## src/verilog/thbs_map.vh

```
// constants for the per-channel transmit buffer switch sequencer
// assumes inclusion by bare name from the design files
`ifndef THBS_MAP_VH
`define THBS_MAP_VH
// ****************************************************************
// bus cycle kinds
// ****************************************************************
`define THBS_OP_DATA   3'h0
`define THBS_OP_IRQ_RD 3'h1
`define THBS_OP_IRQ_WR 3'h2
`define THBS_OP_BD_WR  3'h3
`define THBS_OP_BD_RD  3'h4
`define THBS_OP_PTR_RD 3'h5
// ****************************************************************
// hdlc constants
// ****************************************************************
`define THBS_FLAG      8'h7e
`define THBS_CRC_INIT  16'hffff
`define THBS_CRC_POLY  16'h8408
`define THBS_CRC_XOR   16'hffff
`define THBS_BYTES_PW  3'h4
`define THBS_BD_LAST   0
`define THBS_BD_DONE   32'h0000_8000
// ****************************************************************
// descriptor layout, byte offsets from the descriptor base
// ****************************************************************
`define THBS_BD_PTR_OFS 8'h04
`define THBS_BD_IRQ_OFS 8'h08
`define THBS_BD_SIZE    8'h0c
`endif

```

## src/verilog/thbs_word_store.v

```verilog
// one-word staging memory for fetched long words, registered read
// assumes a single clock and a synchronous active-high reset
module thbs_word_store #(
  parameter WIDTH = 32                  // word width
) (
  input  wire             clk_in,       // system clock
  input  wire             sys_rst_in,   // sync reset
  input  wire             wr_in,        // write strobe
  input  wire [WIDTH-1:0] wdata_in,     // word to store
  output reg  [WIDTH-1:0] rdata_out     // stored word, registered
);
  // ****************************************************************
  // storage
  // ****************************************************************
  // single entry: the sequencer never fetches ahead, so no more needed
  always @(posedge clk_in) begin
    if (sys_rst_in) begin
      rdata_out <= {WIDTH{1'b0}};
    end else if (wr_in) begin
      rdata_out <= wdata_in;
    end
  end
endmodule

```

## src/verilog/thbs_tx_seq.v

```verilog
// per-channel transmit sequencer: words in from memory, bytes out per
// tdm frame, crc and flags, buffer close and open
// assumes frame_tick_in marks each 125 us frame, the bus acks each cycle
`include "thbs_map.vh"
module thbs_tx_seq #(
  parameter AW = 32                       // bus address width
) (
  input  wire          clk_in,            // system clock, 250 mhz
  input  wire          sys_rst_in,        // sync reset, active high
  input  wire          enable_in,         // channel active
  input  wire [AW-1:0] bd_base_in,        // first descriptor address
  input  wire          frame_tick_in,     // one pulse per tdm frame
  input  wire          bus_ack_in,        // bus cycle done
  input  wire [31:0]   bus_rdata_in,      // read data
  output reg           bus_request_out,   // bus request level
  output reg           bus_we_out,        // write cycle
  output reg  [AW-1:0] bus_addr_out,      // cycle address
  output reg  [31:0]   bus_wdata_out,     // write data
  output reg  [2:0]    bus_op_out,        // cycle kind
  output reg  [7:0]    slot_byte_out,     // byte for this frame's slot
  output reg           slot_valid_out,    // pulse with slot_byte_out
  output reg           frame_end_out      // pulse when a buffer closes
);
  // ****************************************************************
  // states
  // ****************************************************************
  localparam S_IDLE  = 3'h0;
  localparam S_OPEN  = 3'h1;
  localparam S_FETCH = 3'h2;
  localparam S_DATA  = 3'h3;
  localparam S_CRC   = 3'h4;
  localparam S_CLOSE = 3'h5;
  localparam S_FLAG2 = 3'h6;

  // offsets sized to the address width so sums keep their width
  localparam [AW-1:0] PTR_OFS  = `THBS_BD_PTR_OFS;
  localparam [AW-1:0] IRQ_OFS  = `THBS_BD_IRQ_OFS;
  localparam [AW-1:0] BD_STEP  = `THBS_BD_SIZE;
  localparam [AW-1:0] WORD_OFS = `THBS_BYTES_PW;

  reg  [2:0]    state_q;
  reg  [2:0]    step_q;        // bus access index inside a frame
  reg  [1:0]    bidx_q;        // byte index within the word
  reg  [15:0]   len_q;         // bytes left in buffer
  reg  [15:0]   crc_q;
  reg           crc_hi_q;      // second crc byte pending
  reg  [AW-1:0] bd_q;          // descriptor address
  reg  [AW-1:0] ptr_q;         // data pointer
  wire          ws_wr;         // store strobe, with the data ack
  wire [31:0]   word_w;

  thbs_word_store #(.WIDTH(32)) u_store (
    .clk_in     (clk_in),
    .sys_rst_in (sys_rst_in),
    .wr_in      (ws_wr),
    .wdata_in   (bus_rdata_in),
    .rdata_out  (word_w)
  );

  // ****************************************************************
  // helpers
  // ****************************************************************
  // reflected crc-16 ccitt, one byte per call
  function [15:0] crc_byte;
    input [15:0] c;
    input [7:0]  d;
    integer      i;
    reg   [15:0] t;
    begin
      t = c;
      for (i = 0; i < 8; i = i + 1) begin
        if (t[0] ^ d[i]) begin
          t = (t >> 1) ^ `THBS_CRC_POLY;
        end else begin
          t = t >> 1;
        end
      end
      crc_byte = t;
    end
  endfunction

  // byte of a long word, first byte in the top lane
  function [7:0] pick;
    input [31:0] w;
    input [1:0]  k;
    begin
      case (k)
        2'h0:    pick = w[31:24];
        2'h1:    pick = w[23:16];
        2'h2:    pick = w[15:8];
        default: pick = w[7:0];
      endcase
    end
  endfunction

  wire [7:0]  cur_byte = pick(word_w, bidx_q);
  wire [15:0] crc_fin  = crc_q ^ `THBS_CRC_XOR;
  wire        bus_done = bus_request_out & bus_ack_in;

  // read data is only valid in the ack cycle, so the store must
  // capture it then; a registered strobe would catch stale data
  assign ws_wr = bus_done &&
                 ((state_q == S_FETCH) ||
                  (state_q == S_OPEN && step_q == 3'h2));

  // ****************************************************************
  // sequencer
  // ****************************************************************
  // bus cycles run only in fetch, close and open frames; byte frames
  // issue none, which keeps the steady load at one word per 4 frames
  always @(posedge clk_in) begin
    slot_valid_out <= 1'b0;
    frame_end_out  <= 1'b0;
    if (sys_rst_in) begin
      state_q         <= S_IDLE;
      step_q          <= 3'h0;
      bidx_q          <= 2'h0;
      len_q           <= 16'h0000;
      crc_q           <= `THBS_CRC_INIT;
      crc_hi_q        <= 1'b0;
      bd_q            <= {AW{1'b0}};
      ptr_q           <= {AW{1'b0}};
      bus_request_out <= 1'b0;
      bus_we_out      <= 1'b0;
      bus_addr_out    <= {AW{1'b0}};
      bus_wdata_out   <= 32'h0000_0000;
      bus_op_out      <= `THBS_OP_DATA;
      slot_byte_out   <= 8'h00;
    end else begin
      case (state_q)
        S_IDLE: begin
          if (enable_in && frame_tick_in) begin
            bd_q    <= bd_base_in;
            step_q  <= 3'h0;
            state_q <= S_OPEN;
          end
        end
        // open: status/len, data pointer, first word
        S_OPEN: begin
          if (step_q == 3'h0 && !bus_request_out) begin
            bus_request_out <= 1'b1;
            bus_we_out      <= 1'b0;
            bus_addr_out    <= bd_q;
            bus_op_out      <= `THBS_OP_BD_RD;
          end else if (bus_done) begin
            case (step_q)
              3'h0: begin
                len_q        <= bus_rdata_in[15:0];
                bus_addr_out <= bd_q + PTR_OFS;
                bus_op_out   <= `THBS_OP_PTR_RD;
                step_q       <= 3'h1;
              end
              3'h1: begin
                ptr_q        <= bus_rdata_in[AW-1:0];
                bus_addr_out <= bus_rdata_in[AW-1:0];
                bus_op_out   <= `THBS_OP_DATA;
                step_q       <= 3'h2;
              end
              default: begin
                bus_request_out <= 1'b0;
                ptr_q           <= ptr_q + WORD_OFS;
                bidx_q          <= 2'h0;
                crc_q           <= `THBS_CRC_INIT;
                step_q          <= 3'h0;
                state_q         <= S_DATA;
              end
            endcase
          end
        end
        // one bus cycle fetches a whole long word
        S_FETCH: begin
          if (!bus_request_out) begin
            bus_request_out <= 1'b1;
            bus_we_out      <= 1'b0;
            bus_addr_out    <= ptr_q;
            bus_op_out      <= `THBS_OP_DATA;
          end else if (bus_done) begin
            bus_request_out <= 1'b0;
            ptr_q           <= ptr_q + WORD_OFS;
            bidx_q          <= 2'h0;
            state_q         <= S_DATA;
          end
        end
        // one byte per frame, no bus cycles
        S_DATA: begin
          if (frame_tick_in) begin
            slot_byte_out  <= cur_byte;
            slot_valid_out <= 1'b1;
            crc_q          <= crc_byte(crc_q, cur_byte);
            len_q          <= len_q - 16'h0001;
            bidx_q         <= bidx_q + 2'h1;
            if (len_q <= 16'h0001) begin
              crc_hi_q <= 1'b0;
              state_q  <= S_CRC;
            end else if (bidx_q == 2'h3) begin
              state_q <= S_FETCH;   // fetch runs early in this same frame
            end
          end
        end
        // crc low byte then high byte, two frames
        S_CRC: begin
          if (frame_tick_in) begin
            slot_valid_out <= 1'b1;
            if (!crc_hi_q) begin
              slot_byte_out <= crc_fin[7:0];
              crc_hi_q      <= 1'b1;
            end else begin
              slot_byte_out <= crc_fin[15:8];
              step_q        <= 3'h0;
              state_q       <= S_CLOSE;
            end
          end
        end
        // flag, then irq read, irq write, bd status write
        S_CLOSE: begin
          if (frame_tick_in && step_q == 3'h0 && !bus_request_out) begin
            slot_byte_out   <= `THBS_FLAG;
            slot_valid_out  <= 1'b1;
            bus_request_out <= 1'b1;
            bus_we_out      <= 1'b0;
            bus_addr_out    <= bd_q + IRQ_OFS;
            bus_op_out      <= `THBS_OP_IRQ_RD;
          end else if (bus_done) begin
            case (step_q)
              3'h0: begin
                bus_we_out    <= 1'b1;
                bus_wdata_out <= bus_rdata_in | `THBS_BD_DONE;
                bus_op_out    <= `THBS_OP_IRQ_WR;
                step_q        <= 3'h1;
              end
              3'h1: begin
                bus_addr_out  <= bd_q;
                bus_wdata_out <= `THBS_BD_DONE;
                bus_op_out    <= `THBS_OP_BD_WR;
                step_q        <= 3'h2;
              end
              default: begin
                bus_request_out <= 1'b0;
                bus_we_out      <= 1'b0;
                frame_end_out   <= 1'b1;
                bd_q            <= bd_q + BD_STEP;
                step_q          <= 3'h0;
                state_q         <= S_FLAG2;
              end
            endcase
          end
        end
        // second flag, then open the next buffer in this frame if enable_in is high, else go idle
        S_FLAG2: begin
          if (frame_tick_in) begin
            slot_byte_out  <= `THBS_FLAG;
            slot_valid_out <= 1'b1;
            step_q         <= 3'h0;
            state_q        <= enable_in ? S_OPEN : S_IDLE;
          end
        end
        default: state_q <= S_IDLE;
      endcase
    end
  end
endmodule

```

## config.mk

```make
export PLATFORM = sky130hd
export DESIGN_NAME = thbs_tx_seq
export DESIGN_NICKNAME = d
export VERILOG_FILES = /design/src/verilog/thbs_word_store.v /design/src/verilog/thbs_tx_seq.v
export VERILOG_INCLUDE_DIRS = /design/src /design/src/verilog
export SDC_FILE = /design/constraint.sdc
export NUM_CORES = 1
export LEC_CHECK = 0
export ABC_AREA = 1
export BUFFER_PORTS_ARGS = -buffer_cell sky130_fd_sc_hd__buf_2
export CELL_PAD_IN_SITES_DETAIL_PLACEMENT = 0
export CELL_PAD_IN_SITES_GLOBAL_PLACEMENT = 1
export CORE_MARGIN = 5
export CORE_UTILIZATION = 41
export DETAILED_ROUTE_END_ITERATION = 6
export PLACE_DENSITY_LB_ADDON = 0.1
export SYNTH_ARGS = -nofsm -noshare
export SYNTH_HDL_FRONTEND = slang
export SYNTH_SLANG_ARGS = --single-unit
```

## constraint.sdc

```tcl
create_clock -name clk_in -period 2.55 [get_ports clk_in]
set_clock_uncertainty 0.15 [all_clocks]
set_input_delay 0.255 -clock clk_in [delete_from_list [all_inputs] [get_ports clk_in]]
set_output_delay 0.255 -clock clk_in [all_outputs]
set_load 0.05 [all_outputs]
```

* Word level (Yosys, flattened, before mapping)
Cells that the tools add are included. W data, S select, Z words.
Cells by class: divide/modulo/power cells 0, multiplexer cells 128, shifts and indexed selects 0, add/sub/neg operators 6, multipliers 0, eq/ne operators 37, reduce and logical (&&, ||, !) cells 36, $lt $le $gt $ge 1, bitwise gates (word level) 21
Operators with widths (count):
- $mux W16 | 37
- $mux W32 | 14
- $pmux W32 S2 | 5
- $pmux W32 S3 | 1
- $mux W3 | 27
- $add A32 B3 Y32 const B | 2
- $add A32 B4 Y32 const B | 2
- $pmux W16 S2 | 2
- $mux W8 | 5
- $ne A2 B2 Y1 const B | 17
- $pmux W8 S4 | 1
- $reduce_and A5 Y1 | 5
- $not A2 Y3 | 8
- $pmux W8 S3 | 1
- $pmux W3 S7 | 1
- $reduce_and A6 Y1 | 3
- $mux W1 | 17
- $le A16 B1 Y1 const B | 1
- $not A16 Y16 | 1
- $sub A16 B1 Y16 const B | 1
- $pmux W3 S5 | 1
- $reduce_and A14 Y1 | 1
- $reduce_and A7 Y1 | 2
- $mux W2 | 6
- 33 further kinds | 68
Word-level totals: logic and storage cells 246, memories 0, latch bits 0, flip-flop bits (word level) 216, output and inout port bits 79, bits in read-only memories 0, memory bits (writable) 0, input port bits 69

* Depth between registers and ports, before layout
Gate-level depths: netlist (run 1).
depth after elaboration 41, depth in mapped cells 15, gate-level depth less buffers 14

* Hierarchy
From an unflattened synthesis (run 1), not the netlist that was laid out.
Unflattened totals: cell total of the unflattened synthesis 2335, area total of the unflattened synthesis 13979.7 um^2
Modules (own cells, without submodules):
- thbs_tx_seq | sequential area each 3663.5 um^2, area each 12640.9 um^2, instances 1, cells an instance 2132
- thbs_word_store | sequential area each 640.6 um^2, area each 1338.8 um^2, instances 1, cells an instance 203

* Worst setup path after synthesis (run 1)
Ideal clock, no wire load.
path type register to register, start register bus_request_out, end register bd_q[27], data arrival time 1.963 ns, setup slack 0.367 ns, period minus slack after synthesis 2.183 ns, cell stages (with the launch flop) 12, library setup time 0.070 ns, buffers on the path 1, cell sequence dfxtp_1 inv_1 nand3_2 nor2_2 nor2_1 nand2_2 nand2_1 nand2_1 buf_2 a21oi_1 o21ai_0 a21oi_1
Between the ends: longest elaborated chain between the ends 4, elaborated cells between the ends (all ways) 6, classes of those cells 2 x eq/ne; 1 x bitwise; 3 x reduce/logical
Ends and longest elaborated chain:
- from (decl) | line thbs_tx_seq.v:15 | output reg bus_request_out,
- from (signal assigned) | line thbs_tx_seq.v:123 | bus_request_out <= 1'b0;
- from (signal assigned) | line thbs_tx_seq.v:141 | bus_request_out <= 1'b1;
- from (signal assigned) | line thbs_tx_seq.v:160 | bus_request_out <= 1'b0;
- $logic_not A1 Y1 | line thbs_tx_seq.v:216 | if (frame_tick_in && step_q == 3'h0 && !bus_request_out) begin
- $logic_and A1 B1 Y1 | line thbs_tx_seq.v:216
- $ne A2 B2 Y1 (no line)
- $reduce_and A5 Y1 (no line) *
- to (signal assigned) | line thbs_tx_seq.v:121 | bd_q <= {AW{1'b0}};
- to (signal assigned) | line thbs_tx_seq.v:133 | bd_q <= bd_base_in;
- to (signal assigned) | line thbs_tx_seq.v:241 | bd_q <= bd_q + BD_STEP;
- to (decl) | line thbs_tx_seq.v:47 | reg [AW-1:0] bd_q;
Every way passes the cells marked *; elsewhere a longest branch is shown, timed or not. A chain may end at the register's enable or synchronous reset.

* Worst setup path after layout (run 1)
start register state_q[2], end register ptr_q[4]
Between the ends: longest elaborated chain between the ends 3, elaborated cells between the ends (all ways) 10, classes of those cells 7 x eq/ne; 1 x mux; 2 x reduce/logical
Ends and longest elaborated chain:
- from (decl) | line thbs_tx_seq.v:41 | reg [2:0] state_q;
- from (signal assigned) | line thbs_tx_seq.v:254 | state_q <= enable_in ? S_OPEN : S_IDLE;
- $eq A3 B1 Y1 or $eq A3 B2 Y1 (tied branches) | line thbs_tx_seq.v:130 | case (state_q)
- $ne A2 B2 Y1 (no line) or $reduce_bool A2 Y1 (tied branches)
- $reduce_and A6 Y1 (no line)
- to (signal assigned) | line thbs_tx_seq.v:122 | ptr_q <= {AW{1'b0}};
- to (signal assigned) | line thbs_tx_seq.v:154 | ptr_q <= bus_rdata_in[AW-1:0];
- to (signal assigned) | line thbs_tx_seq.v:161 | ptr_q <= ptr_q + WORD_OFS;
- to (decl) | line thbs_tx_seq.v:48 | reg [AW-1:0] ptr_q;
Parallel ways exist; a longest one is shown, timed or not.

==> out/summary.md, run 1 <==
The tools report the final worst hold slack as 0.0294 ns. The pin slew with the least headroom to its limit is 0.677 ns, and the mapped cell area is 0.0135 mm². The tools report the area of all placed cells without fillers as 0.0167 mm². The total wire length after detailed routing is 59600 µm, and the final cell utilization of the core is 51.2%. The share of layout cells above drive strength 1 was 12.8%. For hold timing, the worst endpoint is bus_request_out$_SDFFE_PP0P_. The highest clock rate was 0.409 GHz; the max-slew violation total from the final report was 0.

The logs give 0 for the number of nets with antenna violations after detailed routing and 8840 µW for the internal power contribution. The instance count of the mapped netlist was 2240. In this run the mean area of a mapped cell was 6.02 µm². Across the run, the number of max-cap violations was 0. Maximum clock insertion buffer count: 3. The worst register-to-register path has a depth of 7. In this run, the combinational gates consume 45.5% of the power.

Along the worst path, the maximum fanout reaches 10. The run gives 1 as the number of antenna violations at the first check in global routing. Relative to the synthesized area, the layout overhead comes to 23.6%.

The synthesized design contains 0 enable-type register cells. STA puts the critical path data arrival time at 2.76 ns. Net switching is 45.9% of the power.

Counting distinct cell types in the post-synthesis netlist gives 45. The worst path uses 95.9% of the clock period. The final route contains 16.0k vias. The number of nets at the end of the flow was 2532. The die extent in y is 191 µm, and the cell area after placement is 0.0150 mm².

The first global-routing pass estimated 88700 µm of wire. The worst register-to-register path ends at ptr_q[4]$_SDFFE_PP0P_. During placement, the flow inserted port buffers numbering 147. The detailed-router iteration count before antenna repair is 5, and the total power after layout is 16400 µW. The logs give 94 for the pin count of the biggest net entering global routing and 1 for the number of H-tree levels. The tools report the remaining max-slew budget at the tightest pin as 54.4%.

In the final timing run, aggregate negative setup slack is 0 ns. The initial utilization of the core area, before any placement, comes to 41.4%. The worst setup path is captured at a flop. Setup violations remaining at the end of the flow were counted as 0. Sum of net half-perimeters after detailed placement: 43900 µm. The floorplan has 66 rows. Portion of the post-synthesis area used by sequential elements: 31.9%. TritonCTS built the clock tree. For flop-to-flop paths, the worst setup slack is 0.11 ns.

Along the worst hold path, the cell count comes to 4. After detailed routing, the number of remaining DRC violations is 0. In the layout the commonest cells are 642 x nand2_1, 266 x a21oi_1, 215 x dfxtp_1, 207 x nor2_1, 206 x inv_1. The type of element launching the critical path is a flop. For this run, the number of Yosys warnings is 0. The power per cell area was 981 mW/mm². The beginning of the worst hold path was bus_ack_in.

The number of nets in the synthesized netlist is 2320. The proportion of synthesized flip-flops having asynchronous set or reset came out at 0%. The flow ran to the end, and the final reports show no timing, DRC or antenna violations. The weighted congestion at the end of routability-driven global placement came out at 0.960.

The floorplan step defined a core boundary enclosing 0.0325 mm². The clock network accounts for 25.6% of the total power. The clock reaches the later pin of the worst-skew pair after 0.56 ns.

148 I/O pins were placed. The smallest clock period supported by the final layout is computed as 2.44 ns. The synthesized design contains 215 register bits. Dividing the detail-routed wire length by the instance count gives 20.4 µm. The first routing iteration left 1550 violations. Setup repair after global routing left no endpoint under its margin.

The run gives 0.0366 mm² as the die area. The total overflow left after global routing is 0. The logs give 31.4% for the overall track demand over capacity in global routing and 0.00706 µW for the leakage power of the design. The clock slew seen by the registers of the worst setup and hold paths came out at 0.06 ns. The most common library cell in the layout ignoring fill and taps was nand2_1. Classification of the worst-slack hold path: input pin to flop.

For the peak supply drop, the log shows 0.577 mV. Launching point of the worst reg2reg path: state_q[2]$_SDFFE_PP0P_. The floorplan step set the die width to 191 µm. STA puts the critical path data required time at 2.87 ns.

The via count of the first global-routing pass was 14.6k. The root buffer cell chosen for the clock tree is clkbuf_16. For the number of failing hold endpoints at the final stage, the log shows 0. The most used flip-flop cell after synthesis is dfxtp_1.

Sequential cells account for 28.9% of the total power. After detailed routing, the number of vias per cell comes to 5.51. The startpoint-to-endpoint class of the critical path was flop to flop. For this design the total switching power over the nets is 7510 µW. The tree built by TritonCTS fans out to 215 sinks. TritonCTS created 27 clock buffers. 0 antenna diodes ended up in the layout.
-- power by group through the flow --
stage | sequential, µW | combinational (µW) | clock, µW
detailed placement | 4760 | 7220 | 0
floorplan | 5070 | 4360 | 0
global route | 4780 | 8170 | 4370
global placement | 4770 | 7180 | 0
finish | 4720 | 7450 | 4180
CTS | 4700 | 7330 | 4220
-- how the worst max path moves through the flow --
stage,cells past startpoint,start,endpoint,slack (ns)
2_1_floorplan,11,bus_request_out$_SDFFE_PP0P_,bd_q[27]$_SDFFE_PP0P_,0.37
3_3_place_gp,8,bd_q[4]$_SDFFE_PP0P_,bus_addr_out[23]$_SDFFE_PP0P_,0.08
3_5_place_dp,7,bd_q[4]$_SDFFE_PP0P_,bus_addr_out[25]$_SDFFE_PP0P_,0.02
4_1_cts,7,bd_q[4]$_SDFFE_PP0P_,bus_addr_out[25]$_SDFFE_PP0P_,0.0006
5_1_grt,12,state_q[0]$_SDFFE_PP0P_,bd_q[26]$_SDFFE_PP0P_,0.009
6_report,7,state_q[2]$_SDFFE_PP0P_,ptr_q[4]$_SDFFE_PP0P_,0.11
-- critical path, cell delays in order (launching register included) --
cell	delay [ns]
dfxtp_1	0.54
inv_2	0.15
nand3_1	0.23
nand2_1	0.30
inv_1	0.43
buf_4	0.24
o21ai_1	0.07
a221oi_1	0.25
-- through the flow --
step	cells	setup slack (ns)
floorplan	2240	0.367
finish	2915	0.105
detailed placement	2797	0.0159
global route	2915	0.00870
CTS	2912	0.000604
global placement	2797	0.0769
-- cells by family (layout without fill, tap and decap cells) --
logic type | Yosys count | in the layout | synth area share, %
AO/OA/AOI/OAI | 558 | 558 | 22.3
adder cells (fa/ha/maj) | 11 | 11 | 1.02
flip-flops | 215 | 215 | 31.9
XOR/XNOR | 22 | 22 | 1.43
AND/OR/NAND/NOR | 1104 | 1104 | 33.9
buffers and inverters | 330 | 563 | 9.45
-- synthesized netlist by cell type, types with 3 or more instances --
cell type	instances	share of area [%]
nand2_1	642	18
a21oi_1	266	9.9
dfxtp_1	215	32
nor2_1	211	5.9
inv_1	206	5.7
o21ai_0	200	7.4
nand3_1	168	6.2
clkbuf_1	85	2.4
nor3_1	26	0.96
nand4_1	24	1.1
buf_2	22	0.82
o211ai_1	22	1.2
a31oi_1	20	0.93
xor2_1	18	1.2
o22ai_1	13	0.60
ha_1	11	1.0
a211oi_1	10	0.56
inv_2	7	0.19
nand3b_1	6	0.33
nor2_2	6	0.28
or2_2	6	0.28
buf_1	5	0.14
o21bai_1	5	0.28
o31ai_1	5	0.28
nand2_2	4	0.19
xnor2_1	4	0.26
a221oi_1	3	0.19
clkinv_1	3	0.083
nor4_1	3	0.14
o21ai_1	3	0.11
-- registers in the layout (all words and copies together) (netlist names), 8 cells and up --
name               count
bd_q                  32
bus_addr_out          32
bus_wdata_out         32
ptr_q                 32
u_store.rdata_out     32
crc_q                 16
len_q                 16
slot_byte_out          8
-- per-layer routing --
metal	global-route usage, %	up-vias	part of all wire, %
met1	45.3	7448	45
li1	-	7809	-
met2	47.1	682	42
met4	10.3	0	4.1
met3	5.73	110	9.1
met5	0	-	0
-- area by class of cell --
cell class	count	area [µm²]
sequential	215	4300
tap	442	553
multi-input combinational	1695	7940
clock buffer	37	773
timing repair buffer	297	2090
inverter	216	811
clock inverter	13	189
fill	3449	15900
-- repair_timing --
item	in CTS	in global routing
endpoints found under the setup margin	0	12
buffers inserted	0	3
hold buffers	65	0
resized for setup	0	6
endpoints found under the hold margin	109	0
Note: power is estimated with default switching activity, not from simulation.
==> run 2: changes to the inputs <==
CTS_BUF_LIST = sky130_fd_sc_hd__clkbuf_8 sky130_fd_sc_hd__clkbuf_16   (was not set)
==> run 2 against run 1 <==
Net effect: core utilization unchanged; die area unchanged; final area unchanged; critical path depth up 1; combinational power about the same; flip-flop and latch count unchanged; sequential power about the same; clock power about the same; largest power group unchanged; hold slack worse by 0.0061 ns; routed wire length about the same; highest routed layer unchanged.
==> out/summary.md, run 2 (synthesis results as in run 1) <==
The most common library cell in the layout ignoring fill and taps is nand2_1 (unchanged). The register cell area after layout was 0.00430 mm² (unchanged). The start point of the critical path was bd_q[6]$_SDFFE_PP0P_ (was state_q[2]$_SDFFE_PP0P_).

The number of remaining DRC errors is 0 (unchanged). The via count of the routed design was 16.0k (about the same). The startpoint-to-endpoint class of the critical path was flop to flop (unchanged). The tools report the critical path endpoint category as a flop (unchanged). The logs give 0 (unchanged) for the number of failing hold endpoints at the final stage and 0.0159 ns (unchanged) for the pre-CTS setup slack. Library cell used as clock root buffer: clkbuf_16 (unchanged). The peak supply drop is 0.577 mV (about the same). The total clock buffers created by CTS was 27 (unchanged). The classification of the worst-slack hold path is input pin to flop (unchanged). The number of port buffers was 147 (unchanged); the worst reg-to-reg setup slack was 0.11 ns (about the same). The worst setup margin is 0.106 ns (was 0.105 ns).

TritonCTS built the clock tree. The number of antenna violations at the first check in global routing was 1 (unchanged). The tools report the number of fill cells as 3449 (unchanged). The depth of the worst register-to-register path was 8 (was 7); the total wire length after detailed routing was 59600 µm (about the same). Total of max-cap violations: 0 (unchanged). The leakage power of the design is 0.00708 µW (was 0.00706 µW), and the effective utilization at floorplan is 41.4% (unchanged). The end of the worst register-to-register path was bus_addr_out[13]$_SDFFE_PP0P_ (was ptr_q[4]$_SDFFE_PP0P_). The launching point of the worst reg2reg path was bd_q[6]$_SDFFE_PP0P_ (was state_q[2]$_SDFFE_PP0P_).

The clock latency at the later pin of the worst-skew pair came out at 0.56 ns (about the same). For the highest clock rate, the log shows 0.409 GHz (about the same). The tools report the pin count of the biggest net entering global routing as 94 (unchanged). Weighted congestion at the end of routability-driven global placement: 0.960 (unchanged). The remaining global-route overflow came out at 0 (unchanged). The total negative slack for setup checks is 0 ns (unchanged), and the cell area after placement is 0.0150 mm² (unchanged). The logs give 66 (unchanged) for the total number of placement rows and 5 (unchanged) for the detailed-router iteration count before antenna repair.

The run gives 0.00794 mm² (unchanged) as the area of the multi-input gates. The clock sink total was 215 (unchanged). The max-slew violation total from the final report was 0 (unchanged); the area growth from synthesis to layout was 23.6% (unchanged).

Via count of the first global-routing pass: 14.6k (about the same). The share of layout cells above drive strength 1 came out at 12.8% (unchanged). The diode insertion count for antenna repair is 0 (unchanged), and the final cell utilization of the core is 51.2% (unchanged).

The number of nets at the end of the flow was 2532 (unchanged). The number of vias per cell after detailed routing was 5.50 (was 5.51); the worst endpoint data arrival time was 2.78 ns (was 2.76 ns). The flow ran to the end, and the final reports show no timing, DRC or antenna violations. The tools report the area of all placed cells without fillers as 0.0167 mm² (unchanged).

The type of element launching the critical path is a flop (unchanged). The die width was 191 µm (unchanged). The die area was 0.0366 mm² (unchanged); the fraction of the cycle the final worst path needs was 95.8% (was 95.9%).

The power per cell area is 981 mW/mm² (about the same), and the number of DRC markers in iteration 0 is 1681 (was 1550). The tools report the total power after layout as 16300 µW (was 16400 µW). The pin slew with the least headroom to its limit works out to 0.675 ns (was 0.677 ns). The worst-path maximum fanout was 6 (was 10). The post-layout minimum cycle time was 2.44 ns (about the same). The required time of the critical path was 2.89 ns (was 2.87 ns); the die extent in y was 191 µm (unchanged). For the maximum clock insertion buffer count, the log shows 3 (unchanged).

Setup repair after global routing left no endpoint under its margin. For the number of H-tree levels, the log shows 1 (unchanged). The run gives 43900 µm (unchanged) as the sum of net half-perimeters after detailed placement. Termination of the worst setup path: bus_addr_out[13]$_SDFFE_PP0P_ (was ptr_q[4]$_SDFFE_PP0P_). The number of nets with antenna violations after detailed routing came out at 0 (unchanged). The clock slew seen by the registers of the worst setup and hold paths is 0.06 ns (about the same), and the number of top-level pins is 148 (unchanged). For the number of setup violations in the final report, the log shows 0 (unchanged). The floorplan core area is 0.0325 mm² (unchanged). The overall track demand over capacity in global routing is 31.4% (about the same). The final routed wire length divided by cell count came out at 20.5 µm (was 20.4 µm). The remaining max-slew budget at the tightest pin was 54.6% (was 54.4%). The run gives 88700 µm (about the same) as the first-pass GRT wire length.

Commonest cells after routing, fill and taps aside: 642 x nand2_1, 266 x a21oi_1, 215 x dfxtp_1, 210 x inv_1, 207 x nor2_1 (was 642 x nand2_1, 266 x a21oi_1, 215 x dfxtp_1, 207 x nor2_1, 206 x inv_1).
==> run 2: cell count changes in the layout (fill, tap and decap cells not counted) <==
cell      change
inv_1         +4
clkbuf_1      -4
==> run 2: what timing repair did <==
| item | 4_1_cts | 5_1_grt |
|---|---|---|
| endpoints found under the hold margin | 109 | 0 |
| gates resized for setup | 0 | 6 |
| hold buffers | 65 | 0 |
| setup endpoints to repair | 0 | 12 |
| buffers inserted | 0 | 3 |
==> run 2: through the flow <==
| stage | std cells | hold WS, ns |
|---|---|---|
| 2_1_floorplan | 2240 | 0.240 |
| 3_3_place_gp | 2797 | 0.288 |
| 3_5_place_dp | 2797 | 0.292 |
| 4_1_cts | 2912 | 0.0169 |
| 5_1_grt | 2915 | 0.0282 |
| 6_report | 2915 | 0.0233 |
==> run 2: routing by layer <==
layer	GRT usage (%)	routed length [µm]	share of wire, %
met1	45.3	26800	45
met2	47.1	25100	42
met3	5.73	5530	9.3
met4	10.3	2260	3.8
met5	0	0	0
==> run 2: area by class of cell <==
class / count / share of cell area, %
clock buffer: 33 / 4.55
clock inverter: 17 / 1.22
inverter: 216 / 4.87
multi-input combinational: 1695 / 47.7
sequential: 215 / 25.8
tap: 442 / 3.32
timing repair buffer: 297 / 12.5
==> run 2: worst max-delay path, cell delays in order (launching register included) <==
cell	delay, ns
dfxtp_1	0.47
nand2_1	0.19
nor2_1	0.37
nand2_1	0.24
nor2_1	0.23
o21ai_0	0.27
o21ai_0	0.25
nand2_1	0.08
a31oi_1	0.12
==> run 2: power breakdown <==
group          internal, µW  switching, µW  total (µW)
clock network          2520           1650        4170
registers              3980            749        4730
logic                  2330           5120        7450
==> run 2: worst min-delay path by stage <==
stage,start,endpoint,slack (ns),cells past startpoint
floorplan,bus_rdata_in[6],ptr_q[6]$_SDFFE_PP0P_,0.24,2
global placement,ptr_q[1]$_SDFFE_PP0P_,ptr_q[1]$_SDFFE_PP0P_,0.29,2
detailed placement,ptr_q[1]$_SDFFE_PP0P_,ptr_q[1]$_SDFFE_PP0P_,0.29,2
CTS,bus_ack_in,bus_request_out$_SDFFE_PP0P_,0.02,4
global route,bus_ack_in,bus_request_out$_SDFFE_PP0P_,0.03,4
finish,enable_in,state_q[0]$_SDFFE_PP0P_,0.02,5
